--- config.mk ---
export PLATFORM = sky130hd
export DESIGN_NAME = clm_control_lines
export DESIGN_NICKNAME = d
export VERILOG_FILES = /design/src/hdl/clm_pkg.sv /design/src/hdl/clm_control_lines.sv
export VERILOG_INCLUDE_DIRS = /design/src /design/src/hdl
export SDC_FILE = /design/constraint.sdc
export NUM_CORES = 1
export LEC_CHECK = 0
export BUFFER_PORTS_ARGS = -buffer_cell sky130_fd_sc_hd__buf_4
export CORE_MARGIN = 1.5
export CORE_UTILIZATION = 47
export CTS_CLUSTER_DIAMETER = 100
export DETAILED_ROUTE_END_ITERATION = 8
export PLACE_DENSITY = 0.76
export SLEW_MARGIN = 20
export SYNTH_ARGS = -nofsm -noshare
export SYNTH_HDL_FRONTEND = slang
export SYNTH_SLANG_ARGS = --single-unit
export TNS_END_PERCENT = 100
--- constraint.sdc ---
create_clock -name clock -period 1.3 [get_ports clock]
set_input_delay 0.26 -clock clock [delete_from_list [all_inputs] [get_ports clock]]
set_output_delay 0.26 -clock clock [all_outputs]
set_load 0.005 [all_outputs]
--- src/hdl/clm_regs.svh ---
`ifndef CLM_REGS_SVH
`define CLM_REGS_SVH

// device address with no straps fitted
`define CLM_DEFAULT_ADDR   8'h71
// width of the processor data bus
`define CLM_BYTE_W         8
// number of control lines
`define CLM_LINES_W        16
// bit ranges of the two halves of the output register
`define CLM_LOW_MSB        7
`define CLM_LOW_LSB        0
`define CLM_HIGH_MSB       15
`define CLM_HIGH_LSB       8
// strobe vector positions after synchronisation
`define CLM_STB_ADDR       0
`define CLM_STB_DATA       1
`define CLM_STB_CMD        2
`define CLM_STB_INIT       3
`define CLM_STB_W          4
// reset values
`define CLM_REG_RESET      16'h0000
`define CLM_BYTE_ZERO      8'h00
`define CLM_STB_IDLE       4'h0

`endif

--- src/hdl/clm_pkg.sv ---
package clm_pkg;

   // which half of the register the next data strobe loads
   typedef enum logic
   {
      clm_steer_first,
      clm_steer_second
   } clm_steer_t;

   // strobe picture after the synchroniser, one bit per strobe
   typedef logic [3:0] clm_strobe_vec_t;

endpackage : clm_pkg

--- src/hdl/clm_control_lines.sv ---
`timescale 1ns/1ps
`include "clm_regs.svh"

// Notes on behaviour
// - sixteen output bits held until rewritten
// - register half cleared before new byte loads
// - command strobe clears all sixteen outputs
// - compare data lines against strapped address
// - address defaults to 71, straps alter it
// - each strap inverts one default address bit
// - strobe plus match sets selected flag
// - every selected data strobe returns sync pulse, unless a command or initialize edge comes in the same cycle
// - steering toggles on trailing edge of strobe
// - steering clear: first gate loads lines 0-7
// - steering set: second gate loads lines 8-15
// - active low data line grounds its output
// - initialize clears selection, steering, outputs
// - command strobe resets steering to first byte
// - no readable status byte exists
module clm_control_lines
   import clm_pkg::*;
(
   // clock and reset
   input  wire logic        clock,
   input  wire logic        sys_rst,
   // processor bus strobes, asynchronous
   input  wire logic        address_strobe_n,
   input  wire logic        data_avail_strobe,
   input  wire logic        command_strobe_n,
   input  wire logic        initialize_pulse_n,
   // processor data lines, active low, asynchronous
   input  wire logic [7:0]  proc_data_line_n,
   // address straps, a one inverts that default address bit
   input  wire logic [7:0]  address_strap,
   // acknowledge back to the processor
   output logic             sync_acknowledge,
   // byte gate pulses and selection flag, visible for debug
   output logic             first_byte_gate,
   output logic             second_byte_gate,
   output logic             module_selected,
   // open-collector control lines: oe high grounds the line
   output logic [15:0]      control_out_line_o,
   output logic [15:0]      control_out_line_oe
);

   // synchroniser stages; stage one is read only by stage two
   clm_strobe_vec_t         stb_meta;
   clm_strobe_vec_t         stb_sync;
   clm_strobe_vec_t         stb_last;
   logic [7:0]              data_meta;
   logic [7:0]              data_sync;
   logic [7:0]              strap_meta;
   logic [7:0]              strap_sync;

   // edge events and state
   logic                    addr_fall;
   logic                    data_lead;
   logic                    data_trail;
   logic                    cmd_fall;
   logic                    init_fall;
   logic                    address_match_high;
   logic [7:0]              device_address;
   logic                    module_selected_flag;
   logic                    data_busy;
   clm_steer_t              steer;
   logic [15:0]             control_reg;
   logic                    qual_data;
   logic                    load_first;
   logic                    load_second;
   logic [7:0]              load_byte;

   // active-high strobe picture; data strobe is already high-true
   clm_strobe_vec_t         stb_raw;
   assign stb_raw = {~initialize_pulse_n, ~command_strobe_n,
                     data_avail_strobe, ~address_strobe_n};

   // two-flop synchronisers for every asynchronous input
   always_ff @(posedge clock)
   begin
      if (sys_rst)
      begin
         stb_meta   <= `CLM_STB_IDLE;
         stb_sync   <= `CLM_STB_IDLE;
         stb_last   <= `CLM_STB_IDLE;
         data_meta  <= `CLM_BYTE_ZERO;
         data_sync  <= `CLM_BYTE_ZERO;
         strap_meta <= `CLM_BYTE_ZERO;
         strap_sync <= `CLM_BYTE_ZERO;
      end
      else
      begin
         stb_meta   <= stb_raw;
         stb_sync   <= stb_meta;
         stb_last   <= stb_sync;
         data_meta  <= ~proc_data_line_n; // bus is low-true
         data_sync  <= data_meta;
         strap_meta <= address_strap;
         strap_sync <= strap_meta;
      end
   end

   // one-cycle events from the synchronised strobes
   assign addr_fall  = stb_sync[`CLM_STB_ADDR] &
                       ~stb_last[`CLM_STB_ADDR];
   assign data_lead  = stb_sync[`CLM_STB_DATA] &
                       ~stb_last[`CLM_STB_DATA];
   assign data_trail = ~stb_sync[`CLM_STB_DATA] &
                       stb_last[`CLM_STB_DATA];
   assign cmd_fall   = stb_sync[`CLM_STB_CMD] &
                       ~stb_last[`CLM_STB_CMD];
   assign init_fall  = stb_sync[`CLM_STB_INIT] &
                       ~stb_last[`CLM_STB_INIT];

   // straps flip default bits, so an empty strap board gives 71
   assign device_address = `CLM_DEFAULT_ADDR ^ strap_sync;
   // full eight-bit match only; partial matches never select
   assign address_match_high = (data_sync == device_address);

   // selection flag; initialize wins over any address strobe
   always_ff @(posedge clock)
   begin
      if (sys_rst)
         module_selected_flag <= 1'b0;
      else if (init_fall)
         module_selected_flag <= 1'b0;
      else if (addr_fall)
         module_selected_flag <= address_match_high;
   end
   assign module_selected = module_selected_flag;

   // data strobe counts only while selected and no clear is pending
   assign qual_data   = data_lead & module_selected_flag &
                        ~init_fall & ~cmd_fall;
   assign load_first  = qual_data & (steer == clm_steer_first);
   assign load_second = qual_data & (steer == clm_steer_second);
   assign load_byte   = data_sync;

   // remember a qualified strobe until its trailing edge
   always_ff @(posedge clock)
   begin
      if (sys_rst)
         data_busy <= 1'b0;
      else if (init_fall || cmd_fall)
         data_busy <= 1'b0;
      else if (qual_data)
         data_busy <= 1'b1;
      else if (data_trail)
         data_busy <= 1'b0;
   end

   // steering moves only at the trailing edge, so the gate of the
   // same strobe still sees the old half
   always_ff @(posedge clock)
   begin
      if (sys_rst)
         steer <= clm_steer_first;
      else if (init_fall || cmd_fall)
         steer <= clm_steer_first;
      else if (data_trail && data_busy)
      begin
         if (steer == clm_steer_first)
            steer <= clm_steer_second;
         else
            steer <= clm_steer_first;
      end
   end

   // acknowledge and byte gates, one clock each
   always_ff @(posedge clock)
   begin
      if (sys_rst)
      begin
         sync_acknowledge <= 1'b0;
         first_byte_gate  <= 1'b0;
         second_byte_gate <= 1'b0;
      end
      else
      begin
         sync_acknowledge <= qual_data;
         first_byte_gate  <= load_first;
         second_byte_gate <= load_second;
      end
   end

   // output storage; each half is overwritten whole, which is the
   // clear-then-load of the original flip-flops in one step
   always_ff @(posedge clock)
   begin
      if (sys_rst)
         control_reg <= `CLM_REG_RESET;
      else if (init_fall || cmd_fall)
         control_reg <= `CLM_REG_RESET;
      else if (load_first)
         control_reg[`CLM_LOW_MSB:`CLM_LOW_LSB] <= load_byte;
      else if (load_second)
         control_reg[`CLM_HIGH_MSB:`CLM_HIGH_LSB] <= load_byte;
   end

   // a one in the register turns the line's transistor on
   assign control_out_line_o  = `CLM_REG_RESET;
   assign control_out_line_oe = control_reg;
   // nothing here is readable by the processor

   property p_ack_on_data;
      @(posedge clock) disable iff (sys_rst)
      qual_data |=> sync_acknowledge ##1 !sync_acknowledge;
   endproperty
   a_ack_on_data: assert property (p_ack_on_data)
      else $error("no single sync pulse for a selected strobe");

   property p_no_ack_idle;
      @(posedge clock) disable iff (sys_rst)
      data_lead && !module_selected_flag |=> !sync_acknowledge;
   endproperty
   a_no_ack_idle: assert property (p_no_ack_idle)
      else $error("sync returned while not selected");

   property p_first_load;
      @(posedge clock) disable iff (sys_rst)
      first_byte_gate |-> !second_byte_gate &&
         control_reg[`CLM_LOW_MSB:`CLM_LOW_LSB] == $past(data_sync);
   endproperty
   a_first_load: assert property (p_first_load)
      else $error("first byte gate did not load low half");

   property p_second_load;
      @(posedge clock) disable iff (sys_rst)
      second_byte_gate |-> !first_byte_gate &&
         control_reg[`CLM_HIGH_MSB:`CLM_HIGH_LSB] == $past(data_sync);
   endproperty
   a_second_load: assert property (p_second_load)
      else $error("second byte gate did not load high half");

   property p_cmd_clear;
      @(posedge clock) disable iff (sys_rst)
      cmd_fall |=> control_reg == `CLM_REG_RESET &&
         steer == clm_steer_first;
   endproperty
   a_cmd_clear: assert property (p_cmd_clear)
      else $error("command strobe did not clear outputs");

   property p_init_clear;
      @(posedge clock) disable iff (sys_rst)
      init_fall |=> control_reg == `CLM_REG_RESET && !module_selected_flag
         && steer == clm_steer_first;
   endproperty
   a_init_clear: assert property (p_init_clear)
      else $error("initialize did not clear state");

   property p_hold;
      @(posedge clock) disable iff (sys_rst)
      !load_first && !load_second && !cmd_fall && !init_fall
         |=> $stable(control_out_line_oe);
   endproperty
   a_hold: assert property (p_hold)
      else $error("outputs changed without a write");

   property p_select;
      @(posedge clock) disable iff (sys_rst)
      addr_fall && !init_fall |=>
         module_selected_flag == $past(address_match_high);
   endproperty
   a_select: assert property (p_select)
      else $error("selection does not follow address match");

   property p_steer_trail;
      @(posedge clock) disable iff (sys_rst)
      data_trail && data_busy && !cmd_fall && !init_fall
         |=> steer != $past(steer);
   endproperty
   a_steer_trail: assert property (p_steer_trail)
      else $error("steering did not toggle at trailing edge");

   property p_steer_lead;
      @(posedge clock) disable iff (sys_rst)
      qual_data |=> $stable(steer);
   endproperty
   a_steer_lead: assert property (p_steer_lead)
      else $error("steering moved at the leading edge");

   // every sync pulse pairs with exactly one byte gate
   property p_gate_ack;
      @(posedge clock) disable iff (sys_rst)
      sync_acknowledge |-> first_byte_gate ^ second_byte_gate;
   endproperty
   a_gate_ack: assert property (p_gate_ack)
      else $error("sync pulse without a single byte gate");

   // a strobe for another device must not load or steer
   property p_no_load_idle;
      @(posedge clock) disable iff (sys_rst)
      data_lead && !module_selected_flag |=> !first_byte_gate &&
         !second_byte_gate && $stable(steer);
   endproperty
   a_no_load_idle: assert property (p_no_load_idle)
      else $error("unselected strobe loaded or steered");

   c_two_writes: cover property (@(posedge clock) disable iff (sys_rst)
      first_byte_gate ##[1:200] second_byte_gate);
   c_cmd_after_first: cover property (@(posedge clock)
      disable iff (sys_rst) first_byte_gate ##[1:200] cmd_fall);
   c_deselect: cover property (@(posedge clock) disable iff (sys_rst)
      module_selected_flag ##1 !module_selected_flag);
   c_strap_select: cover property (@(posedge clock) disable iff (sys_rst)
      (strap_sync != `CLM_BYTE_ZERO) && addr_fall && address_match_high);

endmodule : clm_control_lines

Word level (Yosys, flattened, before mapping)
Cells that the tools add are included.
- bits in registers: 66
- bits in latches: 0
- RAM bits: 0
- bits in read-only memories: 0
- input bits: 22
- output and inout port bits: 36
- logic and storage cells: 49
- memories kept: 0
- add/subtract/negate cells: 0
- multipliers: 0
- div/mod/pow operators: 0
- magnitude comparators: 0
- equality and inequality tests: 1
- shift-type cells: 0
- multiplexer cells: 3
- bitwise logic cells: 24
- reductions and logical operators: 6
- operator list (operator ; number):
    1-bit inverter ; 12
    1-bit bitwise AND ; 10
    8-bit == test ; 1
    8-bit inverter ; 1
    4-bit inverter ; 1
    2-bit OR reduction ; 2
    1-bit two-way mux ; 3
    2-bit AND reduction ; 1
    2-bit nonzero test ; 1
    1-bit logical AND ; 1
    1-bit logical OR ; 1

Longest topological paths before layout
- depth after elaboration: 8
- gate-level depth with buffers: 5
- mapped depth without buffers: 3

Worst setup path after synthesis
Ideal clock, no wire load.
- path type: register to register
- start: register stb_sync[2]
- end: register first_byte_gate
- library setup time: 0.074 ns
- arrival time: 1.175 ns
- data required time: 1.226 ns
- slack: 0.051 ns
- stages on the path, launching flop included: 6
- clock period less this slack: 1.249 ns
- path through: dfxtp_1 nor2b_4 buf_6 or3_4 buf_6 nor3_4
- longest elaborated chain between the ends: 4
- RTL lines (item ; RTL line ; RTL):
    from (decl) ; clm_control_lines.sv:48 ; clm_strobe_vec_t stb_sync;
    from (signal assigned) ; clm_control_lines.sv:83 ; stb_sync <= `CLM_STB_IDLE;
    from (signal assigned) ; clm_control_lines.sv:93 ; stb_sync <= stb_meta;
    1-bit bitwise AND ; clm_control_lines.sv:109 ; assign cmd_fall = stb_sync[`CLM_STB_CMD] &
    1-bit inverter ; clm_control_lines.sv:133 ; ~init_fall & ~cmd_fall;
    1-bit bitwise AND ; clm_control_lines.sv:133 ;
    1-bit bitwise AND ; clm_control_lines.sv:134 ; assign load_first = qual_data & (steer == clm_steer_first);
    to (signal assigned) ; clm_control_lines.sv:180 ; first_byte_gate <= load_first;
    to (decl) ; clm_control_lines.sv:38 ; output logic first_byte_gate,
No other way between the ends.
A chain may end at the register's enable or synchronous reset.

Worst setup path in the final report
- start: register stb_sync[2]
- end: register control_reg[0], in the netlist control_out_line_oe[0]
- longest elaborated chain between the ends: 4
- RTL lines (item ; RTL line ; RTL):
    1-bit bitwise AND * ; clm_control_lines.sv:109 ;
    1-bit inverter ; clm_control_lines.sv:133 ;
    1-bit bitwise AND ; clm_control_lines.sv:133 ;
    1-bit bitwise AND ; clm_control_lines.sv:134 ;
    to (signal assigned) ; clm_control_lines.sv:190 ; control_reg <= `CLM_REG_RESET;
    to (signal assigned) ; clm_control_lines.sv:192 ; control_reg <= `CLM_REG_RESET;
    to (signal, indexed assignment) ; clm_control_lines.sv:194 ; control_reg[`CLM_LOW_MSB:`CLM_LOW_LSB] <= load_byte;
    to (decl) ; clm_control_lines.sv:66 ; logic [15:0] control_reg;
Mark *: on every way between the ends. The rest lies on a longest branch, timed or not.

==> flow_summary_export.csv <==
group,metric,value,unit
setup_path,cpLargestDelayFamily,"compound AO/OA/AOI/OAI gates",
clocking,clockRootBuffer,"clkbuf_8",
final_layout,final_cell_mix,"64 x dfxtp_1, 47 x buf_4, 34 x nor2b_1, 18 x nand4_1",
route,routedWlPerCell,11.86,µm
sta,finalSetupTns,0,ns
route,drc,0,
yosys,synth-seq-cells,66,
grt,grt_pass1_vias,1404,
floorplan,ioPinCount,58,
setup_path,rr_endpoint,"control_out_line_oe[0]$_SDFFE_PP0P_",
setup_path,crit_chain,"nor2b_4 -> buf_4 -> o41ai_1 -> a21oi_1",
yosys,yosysUniqueCellTypes,31,
sta,finClkSkew,0.004308,ns
grt,grt_overflow,0,
power,powerDensity,1301,mW/mm²
floorplan,initial_core_util,49.49,%
setup_path,cp_data_required_time,1.52,ns
yosys,syn_area_per_cell,10.43,µm²
placed_design,placedCellCount,322,
setup_path,critPathLaunch,"stb_sync[2]$_SDFF_PP0_",
sta,maxClockFrequency,806.8,MHz
yosys,syn_inst,227,
setup_path,startpoint_type,"register",
setup_path,crit_cells,4,
setup_path,crit_type,"register to register",
power,ir_drop,0.8103,mV
clocking,hold_buffers,0,
grt,grt_use_total,15.80,%
final_layout,drive_above_1_share,28.52,%
final_layout,final_common_cell,"dfxtp_1",
placed_design,place.gp.congestion,0.8000,
placed_design,dp_hpwl,2741,µm
final_layout,stdcell_count,337,
route,drt-total-wl,3996,µm
route,postRouteAntennaNets,0,
final_layout,area_growth,22.45,%
yosys,yosysSeqAreaShare,55.78,%
sta,rsz0062_at_grt,"yes",
sta,maxSlewViolCount,0,
sta,setup_viol,0,
yosys,yosysTopAreaCell,"dfxtp_1",
floorplan,die_y,73.99,µm
placed_design,placement.setup.worst_slack,0.04904,ns
yosys,synth_area,0.002369,mm²
final_layout,antennaDiodeCount,0,
setup_path,timing.critical_path.buf_inv,1,
flow_run,drv_cap,0,
sta,finalCriticalPeriod,1.239,ns
outcome,status,"finished, final reports clean",
setup_path,cp_slowest_stage_delay,0.38,ns
power,leakage,0.001143,µW
grt,grt_max_degree,40,
min_path,hold_class,"input pin to register",
grt,grt_pass1_wl,6327,µm
floorplan,fp.dieW,73.99,µm
route,vias_per_cell,4.843,
setup_path,crit_slowest_cell,"o41ai_1",
clocking,clk_latency,0.33,ns
route,drtIter0Drc,67,
clocking,clock-sinks,66,
route,vias,1632,
sta,setup_ws,0.06053,ns
clocking,cts_made_buffers,9,
clocking,h-tree-depth,3,
setup_path,reg2reg_from,"stb_sync[2]$_SDFF_PP0_",
setup_path,crit_fanout,16,
sta,finalHoldViolCount,0,
floorplan,coreArea,0.004786,mm²
setup_path,reg2reg_slack,0.06,ns
grt,antenna_found_initial,0,
setup_path,crit_path_end,"control_out_line_oe[0]$_SDFFE_PP0P_",
floorplan,die_area,0.005475,mm²
setup_path,critPathCaptureType,"register",
min_path,hold_depth,2,
setup_path,reg2reg_depth,4,
yosys,yosysWarnings,0,
placed_design,port_buffers,41,
yosys,synth.area.top_cells,"dfxtp_1 56%, nor2b_1 9.0%, o41ai_1 5.9%, buf_4 5.1%, nand4_1 4.8%",
clocking,cts_buffer_depth,2,
floorplan,rows,25,
clocking,clk_pin_slew,0.06,ns
setup_path,cp.arrival,1.46,ns
sta,finalCritPeriodShare,95.34,%
clocking,cts_tree,"done",
yosys,synth.top_cell.area_share,55.78,%
route,first_pass_iters,4,
final_layout,num-fill-cells,444,
final_layout,num-nets-final,288,
## power by group
group          internal [µW]  total (µW)  switching (µW)
combinational           98.1         198            99.8
clock                    775        1470             690
sequential              2080        2110            27.0
## flip-flops by register name, summed over array words and instances, names as in the netlist, 4 cells and up
name,count
data_meta,8
strap_meta,8
control_out_line_oe,16
stb_meta,4
strap_sync,8
stb_last,4
stb_sync,4
data_sync,8
## layout make-up
| cell class | count | area (µm²) | area share, % |
|---|---|---|---|
| Clock buffer | 12 | 155.1 | 5.349 |
| Clock inverter | 3 | 15.01 | 0.5177 |
| Inverter | 2 | 7.507 | 0.2588 |
| Multi-Input combinational cell | 138 | 922.1 | 31.79 |
| Sequential cell | 66 | 1324 | 45.64 |
| Tap cell | 67 | 83.83 | 2.890 |
| Timing Repair Buffer | 49 | 392.9 | 13.55 |
## Yosys cell counts, drive strengths merged
library cell / count
dfxtp: 66
nor2b: 35
buf: 26
nand4: 18
a21oi: 17
o41ai: 16
nor2: 13
clkbuf: 10
xnor2: 5
xor2: 4
inv: 2
nand2b: 2
nand3b: 2
nor3: 2
or3: 2
and4b: 1
conb: 1
nand4b: 1
nor4bb: 1
o21ai: 1
o31ai: 1
or2b: 1
## timing repair
item | CTS | global route
endpoints found under the setup margin | 0 | 14
gates resized for setup | 0 | 9
buffers inserted | 0 | 0
## how the worst min path moves through the flow
stage	startpoint	end	slack, ns
floorplan	proc_data_line_n[4]	data_meta[4]$_SDFF_PP0_	0.33
global placement	initialize_pulse_n	stb_meta[3]$_SDFF_PP0_	0.41
detailed placement	proc_data_line_n[4]	data_meta[4]$_SDFF_PP0_	0.41
CTS	initialize_pulse_n	stb_meta[3]$_SDFF_PP0_	0.06
global route	initialize_pulse_n	stb_meta[3]$_SDFF_PP0_	0.06
finish	initialize_pulse_n	stb_meta[3]$_SDFF_PP0_	0.07
## cell families after synthesis
| logic type | synth area share (%) |
|---|---|
| flops | 55.78 |
| simple gates | 20.71 |
| buf+inv | 9.825 |
| xor+xnor | 3.328 |
| compound gates | 10.20 |
| other cells | 0.1583 |
## metrics by stage
stage | instance area (µm²) | hold WS [ns] | utilization [%] | power (µW)
2_1_floorplan | 2425 | 0.3267 | - | 2316
3_3_place_gp | 2676 | 0.4130 | 55.92 | 2345
3_5_place_dp | 2676 | 0.4142 | 55.92 | 2352
4_1_cts | 2846 | 0.05601 | 59.48 | 3811
5_1_grt | 2900 | 0.06014 | 60.60 | 3924
6_report | 2900 | 0.06597 | 60.60 | 3774
## routing by layer
metal | vias to the layer above | global-route usage (%) | wire length [µm]
li1 | 833 | - | -
met1 | 739 | 19.98 | 1919
met5 | - | 0 | 0
met3 | 13 | 4.472 | 166
met2 | 47 | 23.81 | 1806
met4 | 0 | 9.877 | 104
Note: power is estimated with default switching activity, not from simulation.
